## src/hdl/css_pkg.sv

```systemverilog
/*
 * Constants for the capacitive sensor status and readout block: register
 * byte offsets, field positions, reset values and tuning figures.
 * Assumes a host that reads and writes single register bytes by address.
 */
// Functional notes
// (RULE1) calibrated output flags at 37H bits 2:0
// (RULE2) output follows proximity, or touch when configured
// (RULE3) average freeze flags at 39H bits 2:0
// (RULE4) outside touch mode, proximity sets freeze flag
// (RULE5) touch enters touch mode, clears freeze flag
// (RULE6) self sensing: refreeze when count exceeds average+16
// (RULE7) projected sensing: refreeze when count below average-16
// (RULE8) active channel index 0..2 at 3DH
// (RULE9) active count high 42H, low 43H
// (RULE10) active average high 83H, low 84H
// (RULE11) tuning target is eight times byte C4H
// (RULE12) target byte resets to 128, target 1024
// (RULE13) host writes target/8 then requests retune
// (RULE14) all channels at target when busy clears; code also marks done a channel whose settings can step no further
// (RULE15) multiplier sensitivity four bits, 1111 highest count
// (RULE16) multiplier compensation two bits, coarsest effect
// (RULE17) tuning busy flag in system flags bit 2
// (RULE18) touch threshold exceeded enters touch mode
// (RULE19) sensing technology in system flags bit 4
// (RULE20) index, count and average update together
`default_nettype none
package css_pkg;
    localparam int         NUM_CH            = 3;
    localparam logic [7:0] ADDR_SYS_FLAGS    = 8'h10;
    localparam logic [7:0] ADDR_CAL_OUT      = 8'h37;
    localparam logic [7:0] ADDR_FREEZE       = 8'h39;
    localparam logic [7:0] ADDR_CH_INDEX     = 8'h3d;
    localparam logic [7:0] ADDR_COUNT_HI     = 8'h42;
    localparam logic [7:0] ADDR_COUNT_LO     = 8'h43;
    localparam logic [7:0] ADDR_AVG_HI       = 8'h83;
    localparam logic [7:0] ADDR_AVG_LO       = 8'h84;
    localparam logic [7:0] ADDR_TARGET       = 8'hc4;
    localparam int         SYS_BUSY_BIT      = 2;
    localparam int         SYS_TECH_BIT      = 4;
    localparam logic [7:0] TARGET_RESET      = 8'h80;
    localparam int         TARGET_SHIFT      = 3;
    localparam logic [15:0] FREEZE_MARGIN    = 16'h0010;
    localparam int         MSENS_W           = 4;
    localparam int         MCOMP_W           = 2;
    localparam int         COMP_W            = 8;
    localparam logic [MSENS_W-1:0] MSENS_RESET = 4'h0;
    localparam logic [MCOMP_W-1:0] MCOMP_RESET = 2'h0;
    localparam logic [COMP_W-1:0]  COMP_RESET  = 8'h00;
    localparam logic [15:0] TARGET_TOL       = 16'h0004;
endpackage : css_pkg
`default_nettype wire

```

## src/hdl/css_readout.sv

```systemverilog
/*
 * Status, readout and automatic tuning logic of a three channel
 * capacitive sensor. The measurement front end supplies per-channel
 * detections and a count stream; the host reaches register bytes through
 * a simple address/strobe port. Inputs are from logic on i_core_clk.
 */
`default_nettype none
module css_readout (
    input  wire logic                    i_core_clk,
    input  wire logic                    i_rst,
    // host byte port
    input  wire logic                    i_wr_en,
    input  wire logic                    i_rd_en,
    input  wire logic [7:0]              i_addr,
    input  wire logic [7:0]              i_wdata,
    output logic      [7:0]              o_rdata,
    output logic                         o_rvalid,
    // configuration and events
    input  wire logic [2:0]              i_calibrated_output_operation,
    input  wire logic                    i_output_on_touch,
    input  wire logic                    i_sensing_technology_flag,
    input  wire logic                    i_retune_req,
    input  wire logic [2:0]              i_prox_det,
    input  wire logic [2:0]              i_touch_det,
    // measurement front end
    input  wire logic                    i_sample_valid,
    input  wire logic [1:0]              i_sample_ch,
    input  wire logic [15:0]             i_sample_count,
    input  wire logic [15:0]             i_sample_average,
    // tuning settings applied to the front end
    output logic [3*css_pkg::MSENS_W-1:0] o_mult_sense,
    output logic [3*css_pkg::MCOMP_W-1:0] o_mult_comp,
    output logic [3*css_pkg::COMP_W-1:0]  o_comp,
    output logic                         o_tuning_busy_flag,
    output logic [15:0]                  o_tuning_target
);
    // ------------------------------------------------------------------
    // types
    // ------------------------------------------------------------------
    typedef enum logic [1:0] {
        CSS_TUNE_IDLE = 2'b00,
        CSS_TUNE_WAIT = 2'b01,
        CSS_TUNE_STEP = 2'b11
    } css_tune_t;

    // ------------------------------------------------------------------
    // state
    // ------------------------------------------------------------------
    logic [2:0]  cal_out_q,  cal_out_d;
    logic [2:0]  freeze_q,   freeze_d;
    logic [2:0]  touch_mode_q, touch_mode_d;
    logic [1:0]  ch_index_q, ch_index_d;
    logic [15:0] count_q,    count_d;
    logic [15:0] average_q,  average_d;
    logic [7:0]  target_q,   target_d;
    logic [7:0]  rdata_q,    rdata_d;
    logic        rvalid_q,   rvalid_d;
    css_tune_t   tune_q,     tune_d;
    logic [2:0]  tuned_q,    tuned_d;
    logic [3*css_pkg::MSENS_W-1:0] msens_q, msens_d;
    logic [3*css_pkg::MCOMP_W-1:0] mcomp_q, mcomp_d;
    logic [3*css_pkg::COMP_W-1:0]  comp_q,  comp_d;

    logic [15:0] target_count;
    logic [15:0] diff_up;
    logic [15:0] diff_dn;
    logic [16:0] avg_plus;
    logic [16:0] cnt_plus;

    assign target_count = {5'h00, target_q, 3'h0}; // RULE11
    assign avg_plus     = {1'b0, i_sample_average} + {1'b0, css_pkg::FREEZE_MARGIN};
    assign cnt_plus     = {1'b0, i_sample_count} + {1'b0, css_pkg::FREEZE_MARGIN};
    // tuning step works on the stored snapshot; the live count is gone by then
    assign diff_up      = (target_count > count_q) ?
                          (target_count - count_q) : 16'h0000;
    assign diff_dn      = (count_q > target_count) ?
                          (count_q - target_count) : 16'h0000;

    // ------------------------------------------------------------------
    // channel status: output, touch mode, average freeze
    // ------------------------------------------------------------------
    always_comb
    begin
        cal_out_d    = cal_out_q;
        freeze_d     = freeze_q;
        touch_mode_d = touch_mode_q;
        for (int c = 0; c < css_pkg::NUM_CH; c++)
        begin
            if (i_calibrated_output_operation[c])
                cal_out_d[c] = i_output_on_touch ? i_touch_det[c] : i_prox_det[c]; // RULE1 RULE2
            else
                cal_out_d[c] = 1'b0;
            if (i_touch_det[c])
            begin
                touch_mode_d[c] = 1'b1; // RULE5 RULE18
                freeze_d[c]     = 1'b0; // RULE5
            end
            else if (!touch_mode_q[c])
            begin
                if (i_prox_det[c])
                    freeze_d[c] = 1'b1; // RULE4
                if (!i_prox_det[c])
                    freeze_d[c] = 1'b0;
            end
            else if (i_sample_valid && i_sample_ch == 2'(c))
            begin
                if (!i_sensing_technology_flag &&
                    {1'b0, i_sample_count} > avg_plus)
                    freeze_d[c] = 1'b1; // RULE6
                if (i_sensing_technology_flag &&
                    cnt_plus < {1'b0, i_sample_average})
                    freeze_d[c] = 1'b1; // RULE7
            end
            if (touch_mode_q[c] && !i_prox_det[c] && !i_touch_det[c])
                touch_mode_d[c] = 1'b0;
        end
    end

    always_ff @(posedge i_core_clk)
    begin
        if (i_rst)
        begin
            cal_out_q    <= 3'h0;
            freeze_q     <= 3'h0;
            touch_mode_q <= 3'h0;
        end
        else
        begin
            cal_out_q    <= cal_out_d;
            freeze_q     <= freeze_d;
            touch_mode_q <= touch_mode_d;
        end
    end

    // ------------------------------------------------------------------
    // active channel snapshot
    // ------------------------------------------------------------------
    always_comb
    begin
        ch_index_d = ch_index_q;
        count_d    = count_q;
        average_d  = average_q;
        if (i_sample_valid && i_sample_ch < 2'd3)
        begin
            ch_index_d = i_sample_ch;      // RULE8 RULE20
            count_d    = i_sample_count;   // RULE20
            average_d  = i_sample_average; // RULE20
        end
    end

    always_ff @(posedge i_core_clk)
    begin
        if (i_rst)
        begin
            ch_index_q <= 2'h0;
            count_q    <= 16'h0000;
            average_q  <= 16'h0000;
        end
        else
        begin
            ch_index_q <= ch_index_d;
            count_q    <= count_d;
            average_q  <= average_d;
        end
    end

    // ------------------------------------------------------------------
    // automatic tuning: coarse compensation multiplier, then sensitivity
    // multiplier, then fine compensation, per channel
    // ------------------------------------------------------------------
    always_comb
    begin
        tune_d  = tune_q;
        tuned_d = tuned_q;
        msens_d = msens_q;
        mcomp_d = mcomp_q;
        comp_d  = comp_q;
        case (tune_q)
            CSS_TUNE_IDLE:
            begin
                if (i_retune_req)
                begin
                    tune_d  = CSS_TUNE_WAIT;
                    tuned_d = 3'h0;
                    mcomp_d = {3{css_pkg::MCOMP_RESET}};
                    msens_d = {3{css_pkg::MSENS_RESET}};
                    comp_d  = {3{css_pkg::COMP_RESET}};
                end
            end
            CSS_TUNE_WAIT:
            begin
                if (tuned_q == 3'h7)
                    tune_d = CSS_TUNE_IDLE; // RULE14
                else if (i_sample_valid && i_sample_ch < 2'd3)
                    tune_d = CSS_TUNE_STEP;
            end
            CSS_TUNE_STEP:
            begin
                tune_d = CSS_TUNE_WAIT;
                for (int c = 0; c < css_pkg::NUM_CH; c++)
                begin
                    if (ch_index_q == 2'(c) && !tuned_q[c])
                    begin
                        if (diff_up <= css_pkg::TARGET_TOL && diff_dn <= css_pkg::TARGET_TOL)
                            tuned_d[c] = 1'b1; // RULE14
                        else if (diff_up > css_pkg::TARGET_TOL &&
                                 mcomp_q[c*2 +: 2] != 2'h3 && diff_up > 16'h0100)
                            mcomp_d[c*2 +: 2] = mcomp_q[c*2 +: 2] + 2'h1; // RULE16
                        else if (diff_up > css_pkg::TARGET_TOL &&
                                 msens_q[c*4 +: 4] != 4'hf && diff_up > 16'h0020)
                            msens_d[c*4 +: 4] = msens_q[c*4 +: 4] + 4'h1; // RULE15
                        else if (diff_up > css_pkg::TARGET_TOL && comp_q[c*8 +: 8] != 8'hff)
                            comp_d[c*8 +: 8] = comp_q[c*8 +: 8] + 8'h01;
                        else if (diff_dn > css_pkg::TARGET_TOL && comp_q[c*8 +: 8] != 8'h00)
                            comp_d[c*8 +: 8] = comp_q[c*8 +: 8] - 8'h01;
                        else
                            tuned_d[c] = 1'b1;
                    end
                end
            end
            default:
                tune_d = CSS_TUNE_IDLE;
        endcase
    end

    always_ff @(posedge i_core_clk)
    begin
        if (i_rst)
        begin
            tune_q  <= CSS_TUNE_IDLE;
            tuned_q <= 3'h0;
            msens_q <= {3{css_pkg::MSENS_RESET}};
            mcomp_q <= {3{css_pkg::MCOMP_RESET}};
            comp_q  <= {3{css_pkg::COMP_RESET}};
        end
        else
        begin
            tune_q  <= tune_d;
            tuned_q <= tuned_d;
            msens_q <= msens_d;
            mcomp_q <= mcomp_d;
            comp_q  <= comp_d;
        end
    end

    // ------------------------------------------------------------------
    // register bytes
    // ------------------------------------------------------------------
    always_comb
    begin
        target_d = target_q;
        rdata_d  = rdata_q;
        rvalid_d = i_rd_en;
        if (i_wr_en && i_addr == css_pkg::ADDR_TARGET)
            target_d = i_wdata; // RULE11 RULE13
        if (i_rd_en)
        begin
            if (i_addr == css_pkg::ADDR_CAL_OUT)
                rdata_d = {5'h00, cal_out_q}; // RULE1
            else if (i_addr == css_pkg::ADDR_FREEZE)
                rdata_d = {5'h00, freeze_q}; // RULE3
            else if (i_addr == css_pkg::ADDR_CH_INDEX)
                rdata_d = {6'h00, ch_index_q}; // RULE8
            else if (i_addr == css_pkg::ADDR_COUNT_HI)
                rdata_d = count_q[15:8]; // RULE9
            else if (i_addr == css_pkg::ADDR_COUNT_LO)
                rdata_d = count_q[7:0]; // RULE9
            else if (i_addr == css_pkg::ADDR_AVG_HI)
                rdata_d = average_q[15:8]; // RULE10
            else if (i_addr == css_pkg::ADDR_AVG_LO)
                rdata_d = average_q[7:0]; // RULE10
            else if (i_addr == css_pkg::ADDR_TARGET)
                rdata_d = target_q;
            else if (i_addr == css_pkg::ADDR_SYS_FLAGS)
            begin
                rdata_d = 8'h00;
                rdata_d[css_pkg::SYS_BUSY_BIT] = (tune_q != CSS_TUNE_IDLE); // RULE17
                rdata_d[css_pkg::SYS_TECH_BIT] = i_sensing_technology_flag; // RULE19
            end
            else
                rdata_d = 8'h00;
        end
    end

    always_ff @(posedge i_core_clk)
    begin
        if (i_rst)
        begin
            target_q <= css_pkg::TARGET_RESET; // RULE12
            rdata_q  <= 8'h00;
            rvalid_q <= 1'b0;
        end
        else
        begin
            target_q <= target_d;
            rdata_q  <= rdata_d;
            rvalid_q <= rvalid_d;
        end
    end

    assign o_rdata            = rdata_q;
    assign o_rvalid           = rvalid_q;
    assign o_mult_sense       = msens_q;
    assign o_mult_comp        = mcomp_q;
    assign o_comp             = comp_q;
    assign o_tuning_busy_flag = (tune_q != CSS_TUNE_IDLE); // RULE17
    assign o_tuning_target    = target_count;
endmodule : css_readout
`default_nettype wire

```

## config.mk

```make
export PLATFORM = sky130hd
export DESIGN_NAME = css_readout
export DESIGN_NICKNAME = d
export VERILOG_FILES = /design/src/hdl/css_pkg.sv /design/src/hdl/css_readout.sv
export SDC_FILE = /design/constraint.sdc
export NUM_CORES = 1
export LEC_CHECK = 0
export BUFFER_PORTS_ARGS = -buffer_cell sky130_fd_sc_hd__buf_2
export CORE_ASPECT_RATIO = 1.4
export CORE_MARGIN = 2
export CORE_UTILIZATION = 59
export CTS_BUF_LIST = sky130_fd_sc_hd__clkbuf_8
export DETAILED_ROUTE_END_ITERATION = 8
export PLACE_DENSITY = 0.91
export SYNTH_ARGS = -nofsm -noshare
export SYNTH_HDL_FRONTEND = slang
export SYNTH_SLANG_ARGS = --single-unit
```

## constraint.sdc

```tcl
create_clock -name i_core_clk -period 5.1 [get_ports i_core_clk]
set_clock_uncertainty 0.05 [all_clocks]
set_input_delay 1.53 -clock i_core_clk [delete_from_list [all_inputs] [get_ports i_core_clk]]
set_output_delay 1.53 -clock i_core_clk [all_outputs]
set_load 0.02 [all_outputs]
```

# Word-level counts from Yosys, hierarchy flattened
# Cells that the tools add are included.
# totals
output_inout_bits,68
word_cells,294
ff_bits,107
input_bits,67
# classes
n_eq_ne,64
bitwise_logic,3
order_cmp,11
n_mux,94
reduce_logical,78
n_addsub,16
# ops
cell,n
$mux 8,26
$mux 4,12
$ne 3x3->1 const B,16
$pmux 24 s2,1
$reduce_and 7->1,6
$ne 2x2->1 const B,20
$logic_and 1x1->1,35
$add 16x5->17 const B,2
$gt 16x3->1 const B,2
$le 16x3->1 const B,2
$mux 1,32
$mux 16,2
$add 8x1->8 const B,3
$eq 8x6->1 const B,3
$eq 8x8->1 const B,3
$mux 2,12
$mux 24,1
$ne 8x8->1 const B,3
$pmux 12 s2,1
$reduce_bool 8->1,3
$sub 8x1->8 const B,3
$reduce_and 6->1,3
$reduce_or 2->1,9
$gt 16x17->1,1
other kinds (31),65

# Longest topological paths before layout
# logic_depth
depth_word,11
depth_mapped,21
depth_no_buf,19

# Worst setup path after synthesis
# No wires, ideal clock.
# synth_path
kind,flip-flop to flip-flop
from,register target_q[1]
to,"register comp_q, in the netlist o_comp[7]"
t_arrival_ns,4.316
path_buffers,1
t_required_ns,4.976
stages_incl_launch_ff,21
synth_period_minus_slack_ns,4.440
setup_time_ns,0.074
path_slack_ns,0.660
cell_sequence,dfxtp_1 > inv_1 > ha_1 > buf_4 > a21oi_2 > o22a_1 > nor3_1 > o32a_1 > a41o_2 > nor2_2 > inv_1 > ha_1 > a21o_1 > a21oi_1 > o21ai_0 > nor4_1 > nor3_1 > nor3_1 > mux2i_1 > or4_1 > a31oi_1
# synth_via
elab_chain_cells,10
word_cells_on_any_way,30
cone_classes,add/sub (2); order compare (8); eq/ne (4); mux (8); reduce/logical (8)
# synth_lines
item,line,rtl
"start, declared",css_readout.sv:55,"logic [7:0] target_q, target_d;"
"start signal, assigned",css_readout.sv:289,target_q <= css_pkg::TARGET_RESET;
"start signal, assigned",css_readout.sv:295,target_q <= target_d;
$sub 11x16->16 or $gt 11x16->1 (tied branches),"css_readout.sv:75, css_readout.sv:74",
$mux 16,css_readout.sv:74,assign diff_up = (target_count > count_q) ?
$gt 16x3->1,"css_readout.sv:206, css_readout.sv:209, css_readout.sv:212",
$logic_and 1x1->1,css_readout.sv:212,else if (diff_up > css_pkg::TARGET_TOL && comp_q[c*8 +: 8] != 8'hff)
$mux 8,css_readout.sv:212,
$mux 8,css_readout.sv:209,else if (diff_up > css_pkg::TARGET_TOL &&
$mux 8,css_readout.sv:206,else if (diff_up > css_pkg::TARGET_TOL &&
$mux 8,css_readout.sv:204,if (diff_up <= css_pkg::TARGET_TOL && diff_dn <= css_pkg::TARGET_TOL)
$mux 8,css_readout.sv:202,if (ch_index_q == 2'(c) && !tuned_q[c])
$pmux 24 s2,css_readout.sv:178,case (tune_q)
"end signal, assigned",css_readout.sv:234,comp_q <= {3{css_pkg::COMP_RESET}};
"end signal, assigned",css_readout.sv:242,comp_q <= comp_d;
"end, declared",css_readout.sv:62,"logic [3*css_pkg::COMP_W-1:0] comp_q, comp_d;"
# Several ways; a longest one is shown, not always the timed one. The select of a mux whose other input is x is not followed.
# A chain may end at the register's enable or synchronous reset.

# Worst setup path after layout
# layout_path
from,register target_q[2]
to,"register comp_q, in the netlist o_comp[7]"
# Same word-level chain as after synthesis.

==> results.json <==
{
  "postSynthAreaPerCell_sq_um": 7.82,
  "die_h_um": 145,
  "synth_top_flop_cell": "dfxtp_1",
  "yosys.area_share.adder_pct": 12.2,
  "synth_compound_area_share_pct": 23.0,
  "overflow": 0,
  "cts-root-buf": "clkbuf_8",
  "max-cap-violations": 0,
  "period_needed_ns": 4.85,
  "powerDensity_nw_per_um2": 238,
  "synth_area_sq_um": 8330,
  "ios": 135,
  "worstPathArrival_ns": 5.12,
  "min_from": "average_q[0]$_SDFFE_PP0P_",
  "place.port_buffers": 126,
  "grt_pass1_vias": 8330,
  "setup_violations": 0,
  "vdd_ir_drop_max_v": 0.000138,
  "dpl.cell_count": 1336,
  "synthMuxAreaShare_pct": 2.78,
  "leakagePower_nw": 4.10,
  "drtIter0Drc": 741,
  "cts_tree": "yes",
  "clock.fmax_mhz": 206,
  "setup_tns_ns": 0,
  "vias": 8621,
  "cts-hold-fix-buffers": 0,
  "slew_headroom_pct": 23.5,
  "post_route_cells_drive_above_1_share_pct": 16.6,
  "whs_ns": 0.417,
  "place_area_sq_um": 8970,
  "clkTransAtPathRegs_ns": 0.11,
  "n_antenna_cell": 0,
  "insertion_delay_ns": 0.39,
  "fin_total_pwr_mw": 2.21,
  "cts_buffer_depth": 2,
  "critPathLaunch": "target_q[2]$_SDFFE_PP0P_",
  "die_x_um": 104,
  "synthDistinctLibCells": 88,
  "fill_cells": 1136,
  "grt_pass1_wl_um": 39600,
  "nets": 1309,
  "grt_max_degree": 69,
  "slew_viol_final": 0,
  "critPathCaptureType": "flop",
  "setup_slack_ns": 0.247,
  "drc": 0,
  "final_area_sq_um": 9300,
  "layoutNonFillerInstCount": 1352,
  "routabilityCongestion": 0.981,
  "clock-sinks": 107,
  "initial_core_util_pct": 60.1,
  "outcome": "finished clean",
  "cp_max_fo": 12,
  "fin_crit_sh_pct": 95.1,
  "yosysSeqAreaShare_pct": 25.7,
  "synth_edf_count": 0,
  "criticalPathCategory": "reg -> reg",
  "worstMarginPinSlew_ns": 1.14,
  "core_area_sq_um": 13800,
  "hp-class": "reg -> reg",
  "row_count": 51,
  "post-dp-hpwl_um": 18800,
  "viasPerCell": 6.38,
  "synthSimpleGateAreaFrac_pct": 24.2,
  "ant_nets": 0,
  "antenna_found_initial": 2,
  "worstReg2RegStart": "target_q[2]$_SDFFE_PP0P_",
  "cts_buffers": 9,
  "cts-htree-levels": 3,
  "drt-total-wl_um": 24700,
  "yosys_warnings": 0,
  "ys_async_sr_fraction_pct": 0,
  "track_usage_pct": 32.3,
  "synth_top_family_by_area": "simple AND/OR/NAND/NOR gates",
  "wl_per_cell_um": 18.3,
  "synth_xor_area_share_pct": 4.52,
  "area_delta_synth_final_pct": 11.7,
  "die_area_sq_um": 15100,
  "ys_ff_latch": 107,
  "startpoint_type": "flop",
  "place_ws_ns": 0.140,
  "finalHoldViolations": 0,
  "final_core_util_pct": 67.2,
  "syn_inst": 1065,
  "cp.required_ns": 5.37,
  "first_pass_iters": 5
}
layout by cell type (no fill, tap or decap), types with 7 or more instances in the layout:
| cell | n |
|---|---|
| xnor2_1 | 32 |
| dfxtp_1 | 107 |
| xor2_1 | 11 |
| nor3b_1 | 8 |
| a21o_1 | 23 |
| ha_1 | 69 |
| nand3_1 | 41 |
| o211ai_1 | 12 |
| nor2b_1 | 10 |
| nor3_1 | 19 |
| o21a_1 | 7 |
| a21oi_1 | 108 |
| buf_4 | 17 |
| nor2_1 | 57 |
| a31oi_1 | 10 |
| buf_2 | 126 |
| inv_1 | 69 |
| nand2_1 | 134 |
| or4_1 | 12 |
| conb_1 | 8 |
| nor4_1 | 17 |
| nand2b_1 | 13 |
| a22o_1 | 7 |
| mux2i_1 | 16 |
| clkbuf_8 | 9 |
| nand4_1 | 20 |
| o31ai_1 | 7 |
| and3_1 | 12 |
| or3_1 | 10 |
| o21ai_0 | 37 |
cell type report:
class	count	area [sq um]	share of cell area, %
flip-flops and latches	107	2140	23.0
clock inverters	6	124	1.33
inverters	69	259	2.78
well taps	185	231	2.49
multi-input cells	833	5660	60.9
repair buffers	143	758	8.15
clock buffers	9	124	1.33
sequential cells by signal (all words and copies together), names as in the netlist:
signal,count
average_q,16
o_comp,24
tune_q,2
freeze_q,3
o_rdata,8
o_mult_sense,12
target_q,8
tuned_q,3
o_mult_comp,6
count_q,16
o_rvalid,1
touch_mode_q,3
ch_index_q,2
cal_out_q,3
logic make-up after synthesis:
logic type	count (synthesis)
AOI/OAI and AO/OA	289
xor gates and xnor gates	43
adders and majority gates	79
buffers and inverters	132
DFF	107
muxes	22
other	1
and+or+nand+nor	392
worst paths after layout:
kind                          endpoint  slack (ns)  depth (start not counted)
max             o_comp[7]$_SDFFE_PP0P_        0.25                         19
max reg2reg     o_comp[7]$_SDFFE_PP0P_        0.25                         19
min          average_q[0]$_SDFFE_PP0P_        0.42                          2
min reg2reg  average_q[0]$_SDFFE_PP0P_        0.42                          2
layer usage:
layer  GRT usage [%]  vias to the layer above  wire, um
met5               0                        -        11
met4            19.5                        2      1500
met3            5.27                      121      1690
met2            59.9                      445     12600
met1            34.2                     4016      8900
li1                -                     4037         -
critical path, cell delays in order, from the launching register on:
cell and delay, ns:
dfxtp_1 0.44, inv_1 0.10, ha_2 0.38, a21oi_1 0.28, o21ai_0 0.15, or3_1 0.37
a211oi_2 0.27, a41o_2 0.35, nor2_4 0.08, inv_1 0.17, ha_1 0.26, a21o_1 0.18
a21oi_1 0.20, o21ai_0 0.17, nor4_1 0.22, nor3_1 0.12, nor3_1 0.17, mux2i_1 0.11
or4_1 0.52, a31oi_1 0.18
cells in the mapped netlist (8+ instances only):
cell	instances	area (sq um)
nor2b_1	10	62.6
buf_2	9	45.0
or4_1	12	90.1
a31oi_1	10	62.6
o21ai_0	37	185
nand3_1	41	205
nor3b_1	8	60.1
a21oi_1	108	541
buf_4	10	75.1
nand4_1	20	125
xnor2_1	32	280
nand2b_1	13	81.3
nand2_1	134	503
xor2_1	11	96.3
dfxtp_1	107	2140
ha_1	75	938
a21o_1	23	173
nor4_1	17	106
nor3_1	19	95.1
inv_1	69	259
mux2i_1	16	160
clkbuf_1	29	109
and3_1	12	75.1
o211ai_1	12	90.1
nor2_1	58	218
or3_1	10	62.6
what timing repair did:
| action | 4_1_cts | 5_1_grt |
|---|---|---|
| gates resized for setup | 0 | 15 |
| buffers inserted | 0 | 1 |
| endpoints found under the setup margin | 0 | 3 |
report_power, final:
| group | internal [mW] | switching, mW |
|---|---|---|
| Combinational | 0.252 | 0.420 |
| Sequential | 0.864 | 0.0278 |
| Clock | 0.330 | 0.319 |
(Power assumes the default switching activity.)
